===== src/rtl/mtm_pkg.sv =====
/*
 * Shared constants and types for the eight-bit modulo timer: the register map
 * on the AHB-Lite bus, field positions, reset values, clock-source codes and
 * the packed structs that carry configuration and bus requests.
 * Assumes a 32-bit AHB-Lite bus with one word per register.
 */
package mtm_pkg;

    // ========================================================================
    // Register map (byte addresses within the block).
    // ========================================================================
    localparam logic [3:0] OFS_STATUS = 4'h0;   // Status and control.
    localparam logic [3:0] OFS_CLOCK  = 4'h4;   // Clock configuration.
    localparam logic [3:0] OFS_COUNT  = 4'h8;   // Current count, read only.
    localparam logic [3:0] OFS_WRAP   = 4'hC;   // Wrap limit.

    // ========================================================================
    // Field positions.
    // ========================================================================
    localparam int SC_FLAG_BIT  = 7;            // Overflow flag.
    localparam int SC_IRQEN_BIT = 6;            // Overflow interrupt enable.
    localparam int SC_CLEAR_BIT = 5;            // Write-only counter clear strobe.
    localparam int SC_HALT_BIT  = 4;            // Counter halt.
    localparam int CK_SRC_HI    = 5;            // Source select, upper bit.
    localparam int CK_SRC_LO    = 4;            // Source select, lower bit.
    localparam int CK_PS_HI     = 3;            // Prescale select, upper bit.
    localparam int CK_PS_LO     = 0;            // Prescale select, lower bit.

    // ========================================================================
    // Reset values and limits.
    // ========================================================================
    localparam logic       RST_HALT   = 1'b1;   // Timer starts halted.
    localparam logic       RST_IRQEN  = 1'b0;
    localparam logic [7:0] RST_COUNT  = 8'h00;
    localparam logic [7:0] RST_WRAP   = 8'h00;
    localparam logic [3:0] RST_PS     = 4'h0;
    localparam logic [3:0] PS_MAX     = 4'h8;   // Divide by 256 and above.
    localparam logic [7:0] FREE_LIMIT = 8'hFF;  // Limit used when wrap is zero.
    localparam logic [1:0] HTRANS_NONSEQ = 2'h2;

    // Clock source codes.
    typedef enum logic [1:0] {
        MTM_SRC_BUS      = 2'b00,
        MTM_SRC_FIXED    = 2'b01,
        MTM_SRC_EXT_FALL = 2'b10,
        MTM_SRC_EXT_RISE = 2'b11
    } mtm_src_t;

    // Software-visible configuration.
    typedef struct packed {
        logic       irq_en;
        logic       halt;
        mtm_src_t   src;
        logic [3:0] ps;
        logic [7:0] wrap;
    } mtm_cfg_t;

    // Latched address phase of an AHB transfer.
    typedef struct packed {
        logic       valid;
        logic       write;
        logic [3:0] addr;
    } mtm_bus_req_t;

endpackage


===== src/rtl/mtm_timer.sv =====
/*
 * Eight-bit modulo timer with four clock sources, a nine-step power-of-two
 * prescaler, an overflow flag and an interrupt output, behind an AHB-Lite
 * slave. Assumes one 200 MHz clock, pins sampled through two flip-flops, and
 * power-mode and debug levels that come from logic on the same clock.
 */
// The address map and the AHB-Lite register port were left to the implementer.
// How it works
// RULE_01: Eight-bit up-counter, free-running or wrapping at limit.
// RULE_02: Overflow raises interrupt when software enables it.
// RULE_03: Four sources: bus, fixed clock, pin rise, fall.
// RULE_04: Upper two source codes pick the pin clock.
// RULE_05: Prescaler divides by two's powers, 1 to 256.
// RULE_06: Counting and interrupt continue through wait mode.
// RULE_07: Stop mode disables counting and never wakes.
// RULE_08: Deep stop wake or stop reset restores defaults.
// RULE_09: Stop left by interrupt keeps all state.
// RULE_10: Debug mode suspends counting, resumes from held value.
// RULE_11: Pin clock is synchronised before its edges count.
// RULE_12: Pin clock must stay below quarter bus rate.
// RULE_13: Status: flag, enable, clear strobe, halt; rest zero.
// RULE_14: Clock config: zeros, source field, prescale field.
// RULE_15: Count register is read only, shows the count.
// RULE_16: Wrap limit register is read/write eight bits.
// RULE_17: Flag sets on wrap; read-write0, strobe, limit clear.
// RULE_18: Strobe zeroes count; halt freezes, set by reset.
// RULE_19: Codes map bus, fixed, fall, rise; count kept.
// RULE_20: Prescale codes above eight divide by 256.
`timescale 1ns/1ps

module mtm_timer (
    input  wire logic        hclk,
    input  wire logic        hresetn,
    input  wire logic        hsel,
    input  wire logic [31:0] haddr,
    input  wire logic [1:0]  htrans,
    input  wire logic        hwrite,
    input  wire logic [2:0]  hsize,
    input  wire logic [31:0] hwdata,
    input  wire logic        hready,
    output logic      [31:0] hrdata,
    output logic             hreadyout,
    output logic             hresp,
    input  wire logic        fixed_freq_clock,
    input  wire logic        ext_count_clock_in,
    input  wire logic        stop_mode,
    input  wire logic        stop_exit_reset,
    input  wire logic        debug_active,
    output logic             overflow_irq
);

    // ========================================================================
    // Helper functions.
    // ========================================================================
    // Mask of prescaler bits that must all be one for a count tick.
    function automatic logic [7:0] ps_mask(input logic [3:0] ps);
        logic [8:0] m;
        m = (ps >= mtm_pkg::PS_MAX) ? 9'h100 : (9'h001 << ps);
        ps_mask = 8'(m - 9'h001);
    endfunction

    // ========================================================================
    // Pin synchronisers.
    // ========================================================================
    logic [1:0] sync1_q, sync1_d;   // First stage: fixed clock, pin clock.
    logic [1:0] sync2_q, sync2_d;   // Second stage, safe to use.
    logic [1:0] prev_q,  prev_d;    // Delayed copy for edge detection.
    logic       fix_rise;           // Fixed clock rising edge.
    logic       ext_rise;           // Pin clock rising edge.
    logic       ext_fall;           // Pin clock falling edge.

    // Only the second stage reads the first, so metastability cannot spread.
    always_comb begin
        sync1_d  = {ext_count_clock_in, fixed_freq_clock};
        sync2_d  = sync1_q;                                    // [RULE_11]
        prev_d   = sync2_q;
        fix_rise = sync2_q[0] & ~prev_q[0];
        ext_rise = sync2_q[1] & ~prev_q[1];
        ext_fall = ~sync2_q[1] & prev_q[1];
    end

    // Registers of the synchronisers.
    always_ff @(posedge hclk or negedge hresetn) begin
        if (!hresetn) begin
            sync1_q <= 2'h0;
            sync2_q <= 2'h0;
            prev_q  <= 2'h0;
        end else begin
            sync1_q <= sync1_d;
            sync2_q <= sync2_d;
            prev_q  <= prev_d;
        end
    end

    // ========================================================================
    // Bus slave and timer state.
    // ========================================================================
    mtm_pkg::mtm_cfg_t     cfg_q, cfg_d;     // Software configuration.
    mtm_pkg::mtm_bus_req_t req_q, req_d;     // Address phase held for data phase.
    logic [7:0]            cnt_q, cnt_d;     // The count.
    logic [7:0]            pre_q, pre_d;     // Prescaler.
    logic                  flag_q, flag_d;   // Overflow flag.
    logic                  armed_q, armed_d; // Flag was read while set.
    logic [31:0]           rdata_q, rdata_d; // Read data for the data phase.
    logic                  irq_q, irq_d;     // Registered interrupt.
    logic                  running;          // Counter may advance.
    logic                  src_tick;         // Selected source edge.
    logic                  cnt_tick;         // Prescaled count enable.
    logic [7:0]            limit;            // Effective wrap value.
    logic                  flag_set;         // Overflow event this cycle.
    logic                  addr_ok;          // Valid address phase.
    logic                  wr_status;        // Data-phase write to status.
    logic                  wr_clock;         // Data-phase write to clock config.
    logic                  wr_wrap;          // Data-phase write to wrap limit.
    logic                  clr_strobe;       // Counter clear strobe written.
    logic                  clr_flag;         // Any clear of the flag.

    // Next-state logic for the bus, the prescaler, the count and the flag.
    always_comb begin
        // Wait mode is not an input: it leaves counting untouched.  [RULE_06]
        // Stop and debug both freeze the count and prescaler but keep state.    [RULE_07] [RULE_09]
        running = ~cfg_q.halt & ~stop_mode & ~debug_active;        // [RULE_10] [RULE_18]
        case (cfg_q.src)                                           // [RULE_03]
            mtm_pkg::MTM_SRC_BUS:      src_tick = 1'b1;            // [RULE_19]
            mtm_pkg::MTM_SRC_FIXED:    src_tick = fix_rise;
            mtm_pkg::MTM_SRC_EXT_FALL: src_tick = ext_fall;        // [RULE_04]
            mtm_pkg::MTM_SRC_EXT_RISE: src_tick = ext_rise;
            default:                   src_tick = 1'b1;
        endcase

        // Tick when every selected prescaler bit is one.           [RULE_05] [RULE_20]
        cnt_tick = running & src_tick &
                   ((pre_q & ps_mask(cfg_q.ps)) == ps_mask(cfg_q.ps));
        // A zero limit means free-running through the full range. [RULE_01]
        limit    = (cfg_q.wrap == mtm_pkg::RST_WRAP) ? mtm_pkg::FREE_LIMIT : cfg_q.wrap;
        flag_set = cnt_tick & (cnt_q == limit);

        // Decode of the held data phase.
        wr_status  = req_q.valid & req_q.write & (req_q.addr == mtm_pkg::OFS_STATUS);
        wr_clock   = req_q.valid & req_q.write & (req_q.addr == mtm_pkg::OFS_CLOCK);
        wr_wrap    = req_q.valid & req_q.write & (req_q.addr == mtm_pkg::OFS_WRAP);
        clr_strobe = wr_status & hwdata[mtm_pkg::SC_CLEAR_BIT];
        clr_flag   = clr_strobe | wr_wrap |
                     (wr_status & armed_q & ~hwdata[mtm_pkg::SC_FLAG_BIT]);  // [RULE_17]

        // Configuration writes; the count register takes none.    [RULE_15]
        cfg_d = cfg_q;
        if (wr_status) begin                                       // [RULE_13]
            cfg_d.irq_en = hwdata[mtm_pkg::SC_IRQEN_BIT];
            cfg_d.halt   = hwdata[mtm_pkg::SC_HALT_BIT];
        end
        if (wr_clock) begin                                        // [RULE_14]
            cfg_d.src = mtm_pkg::mtm_src_t'(hwdata[mtm_pkg::CK_SRC_HI:mtm_pkg::CK_SRC_LO]);
            cfg_d.ps  = hwdata[mtm_pkg::CK_PS_HI:mtm_pkg::CK_PS_LO];
        end
        if (wr_wrap) begin                                         // [RULE_16]
            cfg_d.wrap = hwdata[7:0];
        end

        // Prescaler advances only while running; new clock settings keep it.
        pre_d = running & src_tick ? 8'(pre_q + 8'h01) : pre_q;

        // Count: a clear or a limit write restarts it; a source or
        // prescale change does not touch it.                       [RULE_19]
        if (clr_strobe | wr_wrap) begin                            // [RULE_18]
            cnt_d = mtm_pkg::RST_COUNT;
            pre_d = mtm_pkg::RST_COUNT;
        end else if (flag_set) begin
            cnt_d = mtm_pkg::RST_COUNT;                            // [RULE_01]
        end else if (cnt_tick) begin
            cnt_d = 8'(cnt_q + 8'h01);
        end else begin
            cnt_d = cnt_q;
        end

        // A wrap in the same cycle as a clear keeps the flag set.
        if (flag_set) begin                                        // [RULE_17]
            flag_d = 1'b1;
        end else if (clr_flag) begin
            flag_d = 1'b0;
        end else begin
            flag_d = flag_q;
        end

        // Address phase is taken when hsel, hready and htrans[1] are all high.
        addr_ok       = hsel & hready & htrans[1];
        req_d.valid   = addr_ok;
        req_d.write   = hwrite;
        req_d.addr    = haddr[3:0];

        // Read data is built from next values so a read right after a
        // write sees the written value.
        rdata_d = 32'h0000_0000;
        if (addr_ok & ~hwrite) begin
            case (haddr[3:0])
                mtm_pkg::OFS_STATUS: begin                         // [RULE_13]
                    rdata_d[mtm_pkg::SC_FLAG_BIT]  = flag_d;
                    rdata_d[mtm_pkg::SC_IRQEN_BIT] = cfg_d.irq_en;
                    rdata_d[mtm_pkg::SC_HALT_BIT]  = cfg_d.halt;
                end
                mtm_pkg::OFS_CLOCK: begin                          // [RULE_14]
                    rdata_d[mtm_pkg::CK_SRC_HI:mtm_pkg::CK_SRC_LO] = cfg_d.src;
                    rdata_d[mtm_pkg::CK_PS_HI:mtm_pkg::CK_PS_LO]   = cfg_d.ps;
                end
                mtm_pkg::OFS_COUNT: rdata_d[7:0] = cnt_d;          // [RULE_15]
                mtm_pkg::OFS_WRAP:  rdata_d[7:0] = cfg_d.wrap;     // [RULE_16]
                default:            rdata_d = 32'h0000_0000;
            endcase
        end

        // Arm the read-then-write-zero clear; a status write consumes it.
        if (addr_ok & ~hwrite & (haddr[3:0] == mtm_pkg::OFS_STATUS) & flag_d) begin
            armed_d = 1'b1;
        end else if (wr_status | ~flag_d) begin
            armed_d = 1'b0;
        end else begin
            armed_d = armed_q;
        end

        irq_d = flag_d & cfg_d.irq_en;                             // [RULE_02]
        // Leaving the deep stop modes or a stop reset restores defaults.
        if (stop_exit_reset) begin                                 // [RULE_08]
            cfg_d   = '{irq_en: mtm_pkg::RST_IRQEN, halt: mtm_pkg::RST_HALT,
                        src: mtm_pkg::MTM_SRC_BUS, ps: mtm_pkg::RST_PS,
                        wrap: mtm_pkg::RST_WRAP};
            cnt_d   = mtm_pkg::RST_COUNT;
            pre_d   = mtm_pkg::RST_COUNT;
            flag_d  = 1'b0;
            armed_d = 1'b0;
            irq_d   = 1'b0;
        end
    end

    // Registers of the bus slave and the timer; no wait states, always OKAY.
    always_ff @(posedge hclk or negedge hresetn) begin
        if (!hresetn) begin
            cfg_q   <= '{irq_en: mtm_pkg::RST_IRQEN, halt: mtm_pkg::RST_HALT,
                         src: mtm_pkg::MTM_SRC_BUS, ps: mtm_pkg::RST_PS,
                         wrap: mtm_pkg::RST_WRAP};                 // [RULE_18]
            req_q   <= '0;
            cnt_q   <= mtm_pkg::RST_COUNT;
            pre_q   <= mtm_pkg::RST_COUNT;
            flag_q  <= 1'b0;
            armed_q <= 1'b0;
            rdata_q <= 32'h0000_0000;
            irq_q   <= 1'b0;
            hreadyout <= 1'b1;
            hresp     <= 1'b0;
        end else begin
            cfg_q   <= cfg_d;
            req_q   <= req_d;
            cnt_q   <= cnt_d;
            pre_q   <= pre_d;
            flag_q  <= flag_d;
            armed_q <= armed_d;
            rdata_q <= rdata_d;
            irq_q   <= irq_d;
            hreadyout <= 1'b1;
            hresp     <= 1'b0;
        end
    end

    assign hrdata       = rdata_q;
    assign overflow_irq = irq_q;
endmodule // mtm_timer


===== config.mk =====
export PLATFORM = sky130hd
export DESIGN_NAME = mtm_timer
export DESIGN_NICKNAME = d
export VERILOG_FILES = /design/src/rtl/mtm_pkg.sv /design/src/rtl/mtm_timer.sv
export SDC_FILE = /design/constraint.sdc
export NUM_CORES = 1
export LEC_CHECK = 0
export BUFFER_PORTS_ARGS = -buffer_cell sky130_fd_sc_hd__buf_2
export CAP_MARGIN = 40
export CELL_PAD_IN_SITES_DETAIL_PLACEMENT = 0
export CELL_PAD_IN_SITES_GLOBAL_PLACEMENT = 2
export CORE_MARGIN = 2
export CORE_UTILIZATION = 31
export CTS_CLUSTER_SIZE = 16
export DETAILED_ROUTE_END_ITERATION = 8
export GPL_TIMING_DRIVEN = 0
export PLACE_DENSITY_LB_ADDON = 0.1
export SYNTH_ARGS = -nofsm -noshare
export SYNTH_HDL_FRONTEND = slang
export SYNTH_SLANG_ARGS = --single-unit
export TNS_END_PERCENT = 30

===== constraint.sdc =====
create_clock -name hclk -period 6.6 [get_ports hclk]
set_input_delay 0.33 -clock hclk [delete_from_list [all_inputs] [get_ports hclk]]
set_output_delay 0.33 -clock hclk [all_outputs]
set_load 0.02 [all_outputs]

# --- Word-level counts from Yosys, hierarchy flattened ---
# Cells that the tools add are included.
classes:
  addsub: 3
  mul: 0
  div: 0
  order_cmp: 1
  n_eq_ne: 10
  shifts: 1
  muxes: 26
  bitwise_logic: 34
  reduce_logical: 6
op_table:
  columns: ["op", "count"]
  rows:
  - ["$mux 8", 11]
  - ["$and 1x1->1", 21]
  - ["$add 8x1->8 const B", 2]
  - ["$eq 8x8->1", 2]
  - ["$mux 16", 1]
  - ["$eq 4x4->1 const B", 3]
  - ["$pmux 4 s3", 1]
  - ["$not 1->1", 9]
  - ["$and 8x8->8", 1]
  - ["$eq 4x3->1 const B", 2]
  - ["$logic_not 4->1", 2]
  - ["$logic_not 8->1", 1]
  - ["$pmux 1 s4", 2]
  - ["$shl 1x4->8 const A", 1]
  - ["$sub 8x1->8 const B", 1]
  - ["$mux 1", 7]
  - ["$mux 6", 1]
  - ["$pmux 2 s3", 1]
  - ["$reduce_bool 3->1", 2]
  - ["$eq 2x2->1 const B", 2]
  - ["$ge 4x4->1 const B", 1]
  - ["$or 1x1->1", 3]
  - ["$pmux 1 s3", 1]
  - ["$eq 2x1->1 const B", 1]
  - ["other kinds (2)", 2]
totals:
  register_bits: 79
  latch_bits: 0
  ram_bits: 0
  romBits: 0
  inputBits: 79
  word_cells: 98
  memories: 0

# --- Longest topological paths before layout ---
depth:
  word_depth: 13
  ltp_mapped: 11

# --- Worst setup path after synthesis ---
# Ideal clock, no wire load.
synth_path:
  path_type: "register to register"
  start: "reg cfg_q[11] in the netlist's numbering"
  end: "reg rdata_q[7], in the netlist hrdata[7]"
  t_arrival_ns: 2.630
  required_time_ns: 6.518
  path_slack_ns: 3.888
  path_stages_with_launch: 12
  path_buffers: 3
  synth_period_minus_slack_ns: 2.712
  cell_sequence: "dfrtp_1 -> buf_6 -> nor4_2 -> inv_1 -> ha_1 -> xor2_1 -> a221o_1 -> clkbuf_2 -> or3_1 -> buf_6 -> or3_1 -> a31oi_1"
synth_between:
  elab_chain_cells: 11
  word_cells_on_any_way: 14
synth_rtl:
  columns: ["item", "line_no", "source"]
  rows:
  - ["start, declared", "mtm_timer.sv:98", "mtm_pkg::mtm_cfg_t cfg_q, cfg_d;"]
  - ["start signal, assigned", "mtm_timer.sv:237", "cfg_q <= '{irq_en: mtm_pkg::RST_IRQEN, halt: mtm_pkg::RST_HALT,"]
  - ["start signal, assigned", "mtm_timer.sv:250", "cfg_q <= cfg_d;"]
  - ["$ge 4x4->1 or $shl 1x4->8 (tied branches)", "mtm_timer.sv:58", "m = (ps >= mtm_pkg::PS_MAX) ? 9'h100 : (9'h001 << ps);"]
  - ["$mux 8 (*)", "mtm_timer.sv:58", null]
  - ["$sub 8x1->8 (*)", "mtm_timer.sv:59", "ps_mask = 8'(m - 9'h001);"]
  - ["$and 8x8->8", "mtm_timer.sv:133", "((pre_q & ps_mask(cfg_q.ps)) == ps_mask(cfg_q.ps));"]
  - ["$eq 8x8->1 (*)", "mtm_timer.sv:133", null]
  - ["$and 1x1->1 (*)", "mtm_timer.sv:132", "cnt_tick = running & src_tick &"]
  - ["$mux 8 or $and 1x1->1 (tied branches)", "mtm_timer.sv:170, mtm_timer.sv:136", null]
  - ["$mux 8", "mtm_timer.sv:168", "end else if (flag_set) begin"]
  - ["$mux 8", "mtm_timer.sv:165", "if (clr_strobe | wr_wrap) begin"]
  - ["$pmux 2 s3 (*)", "mtm_timer.sv:195", "case (haddr[3:0])"]
  - ["$mux 8 (*)", "mtm_timer.sv:194", "if (addr_ok & ~hwrite) begin"]
  - ["via rdata_d[7]", "mtm_timer.sv:104", "logic [31:0] rdata_q, rdata_d;"]
  - ["end signal, assigned", "mtm_timer.sv:256", "rdata_q <= rdata_d;"]
  - ["end, declared", "mtm_timer.sv:104", null]
# The timed path passes the listed nets; every way through them passes the cells marked *.
# A chain may end at the register's enable or synchronous reset.

# --- Worst setup path after layout ---
layout_path:
  start: "reg cfg_q[11] in the netlist's numbering"
  end: "reg cnt_q[7]"
layout_between:
  elab_chain_cells: 10
  word_cells_on_any_way: 12
layout_rtl:
  columns: ["item", "line_no", "source"]
  rows:
  - ["$ge 4x4->1 or $shl 1x4->8 (tied branches)", "mtm_timer.sv:58", null]
  - ["$mux 8 (*)", "mtm_timer.sv:58", null]
  - ["$sub 8x1->8 (*)", "mtm_timer.sv:59", null]
  - ["$and 8x8->8", "mtm_timer.sv:133", null]
  - ["$eq 8x8->1 (*)", "mtm_timer.sv:133", null]
  - ["$and 1x1->1 (*)", "mtm_timer.sv:132", null]
  - ["$mux 8 or $and 1x1->1 (tied branches)", "mtm_timer.sv:170, mtm_timer.sv:136", null]
  - ["$mux 8 (*)", "mtm_timer.sv:168", null]
  - ["$mux 8 (*)", "mtm_timer.sv:165", null]
  - ["$mux 8 (*)", "mtm_timer.sv:222", "if (stop_exit_reset) begin"]
  - ["via cnt_d[7]", "mtm_timer.sv:100", "logic [7:0] cnt_q, cnt_d;"]
  - ["end signal, assigned", "mtm_timer.sv:241", "cnt_q <= mtm_pkg::RST_COUNT;"]
  - ["end signal, assigned", "mtm_timer.sv:252", "cnt_q <= cnt_d;"]
  - ["end, declared", "mtm_timer.sv:100", null]
# Marks and branches as above.

==> impl_results.md <==
* Status: finished, final reports clean
* Max Buffers Root-to-Sink at 2
* Gr ovfl total at 0
* Final hold violation count at 0
* PD cells at 168 mW/mm2
* Syn Area/Cell at 9.76 um2
* Final net count at 462
* Async SR Flop Fraction at 1.00
* Critical Path RT at 6.81 ns
* CP endpoint: cnt_q[7]
* Die Ht at 104 um
* Worst Setup Path Type: reg2reg
* Placed Area at 0.00352 mm2
* Post-synth EDFFs at 0
* Clk root buf: clkbuf_8
* Fin area at 0.00362 mm2
* Hold WC Path Type: in2reg
* Logic pwr share at 0.099
* Sequential power share at 0.562
* DR DRC count at 0
* Buf/Inv on CP at 4
* Post-Syn Instances at 316
* Initial drt markers at 131
* Post-synth top area cell: dfrtp_1
* Routed wire length at 7.83 mm
* RSZ-0062 raised after global routing: false
* Insertion delay to the later sink of the worst-skew pair at 0.32 ns
* Top post-synthesis cells by count: dfrtp_1 (54), nor2_1 (37), buf_4 (26)
* Slew HR at 0.291
* Top post-synthesis cells by area: dfrtp_1 (44%), buf_4 (6.3%), mux2i_1 (5.2%)
* Clk slew on worst S/H paths at 0.11 ns
* Synth-to-Final Area Change at 17.4%
* FILL cells at 1062
* Final Util at 0.372
* Peak supply drop at 0.0734 mV
* Register area share after synthesis at 0.446
* DIE AREA at 0.0108 mm2
* LEAKAGE at 1.77 nW
* # hold bufs at CTS at 1
* Final HPWL DP at 6.00 mm
* CP arrival at 3.23 ns
* Clock share of power at 0.338
* R2r worst-path depth at 11
* Synth top area share at 0.438
* Reg area at 0.00138 mm2
* Period utilisation layout at 0.458
* Antenna-violating nets left at 0
* Slowest stage delay, CP at 0.39 ns
* Fmax at 331 MHz
* Slowest library cell on the worst path: dfrtp_1
* Pre-antenna DRT Iters at 4
* Critical Path Sink Type: register
* Crit path depth at 11
* Diodes inserted at 0
* Setup tns final at 0 ns
* R2R Setup Slk at 3.58 ns
* Total power draw at 0.609 mW
* Worst R2R Start: cfg_q[11]
* Clock tree sinks at 55
* Slew Viols, Final at 0
* Area of the multi-input gates at 0.00152 mm2
* I/O Buffers at 31
* Initial antenna violation count at 0
* H-Tree Depth at 2
* Netlist cell types at 53
* Max_cap viols at 0
* Row count at 36
* DR vias/cell at 4.79
* Die X at 104 um
* Clk_skew at 0.00880 ns
* CTS tree: done
* Vias in the first global route at 2390
* Tmin final at 3.02 ns
* Largest net degree at the start of global routing at 36
* Post-CTS Repair Setup Buffers at 0
* Yosys reg bits at 55
* Warnings from Yosys at 0
* Switching Fraction at 0.262
* Core footprint at 0.00973 mm2
* Crit-path most repeated cell: buf_6
* RR Endpoint: cnt_q[7]
* Resized Gates After CTS at 0
* Most common cell in the synthesized netlist: dfrtp_1
* Initial core utilization at 0.317
* Crit start category: register
* Measured slew at the worst slew-check pin at 1.06 ns
* Crit. Startpoint: cfg_q[11]
* NetSw at 0.160 mW
* Cell family with most CP delay: compound AO/OA/AOI/OAI gates
* Int Power at 0.449 mW
* Placer Congestion at 0.793
* Max FO, Critical Path at 10
* Per-cell routed wire length at 15.2 um
* First-pass GRT wire length at 13.0 mm
* Crit-path cells: buf_6 > nor4_2 > inv_1 > ha_1 > xor2_1 > a221o_1 > clkbuf_2 > or3_1 > buf_6 > o21bai_2 > o21ba_2
* Share of layout cells above drive strength 1 at 0.202
* Mapped cell area at 0.00309 mm2
* GRT Util Overall at 0.153
* Vias at 2463
* Synth Flop Type: dfrtp_1
* Number of CTS-inserted buffers at 5
* Final setup viols at 0
* I/O pin count at 114
-- sequential cells by signal, summed over array words and instances (netlist names), 2 cells and up --
register and count:
sync1_q 2, cfg_q 16, prev_d 2, pre_q 8, hrdata 8, cnt_q 8
prev_q 2, req_q 6
-- per-layer routing --
layer | part of all wire | GRT usage
met1 | 0.47 | 0.208
met2 | 0.49 | 0.260
met3 | 0.027 | 0.0239
met4 | 0.0096 | 0.0338
met5 | 0 | 0
-- layout make-up --
class,instances,share of cell area
multi-input combinational,242,0.420
sequential,55,0.380
buffer,37,0.0698
timing repair buffer,33,0.0511
tap,133,0.0459
clock buffer,6,0.0228
inverter,6,0.00622
clock inverter,2,0.00380
-- kinds of logic (layout without fill, tap and decap cells) --
kind of cell,after synthesis,in the layout,synth area share
and+or+nand+nor,124,124,0.221
AOI/OAI and AO/OA,54,54,0.120
adders and majority gates,3,3,0.0122
buffers and inverters,43,84,0.0892
xor gates and xnor gates,16,16,0.0454
DFF,55,55,0.446
other,2,26,0.00243
muxes,19,19,0.0629
-- through the flow --
| step | hold slack (ns) | setup WS [ns] | cells |
|---|---|---|---|
| floorplan | 0.0344 | 3.89 | 340 |
| global placement | 0.333 | 3.56 | 504 |
| detailed placement | 0.336 | 3.58 | 505 |
| CTS | 0.0988 | 3.54 | 514 |
| global route | 0.0882 | 3.33 | 514 |
| finish | 0.113 | 3.58 | 514 |
-- power by group through the flow --
stage | clock, mW | sequential [mW] | combinational (mW)
detailed placement | 0 | 0.349 | 0.0611
global route | 0.230 | 0.343 | 0.0669
finish | 0.206 | 0.342 | 0.0605
global placement | 0 | 0.349 | 0.0595
floorplan | 0 | 0.349 | 0.0379
CTS | 0.219 | 0.343 | 0.0616
-- worst min path at each step --
stage	start	to	cells past startpoint	slack, ns
floorplan	hresetn	armed_q	0	0.03
global placement	sync1_q[1]	prev_d[1]	0	0.33
detailed placement	sync1_q[1]	prev_d[1]	0	0.34
CTS	ext_count_clock_in	sync1_q[1]	1	0.1
global route	fixed_freq_clock	sync1_q[0]	1	0.09
finish	ext_count_clock_in	sync1_q[1]	1	0.11
-- cells in the final DEF, fill, tap and decap left out, types with 9 or more instances in the layout --
cell     instances
nand4_1          9
buf_2           31
nor2_1          37
xnor2_1         10
nand3_1          9
nand2_1         20
mux2i_1         16
conb_1          26
buf_4           26
dfrtp_1         54
No activity file was read; power rests on OpenSTA's default activity.
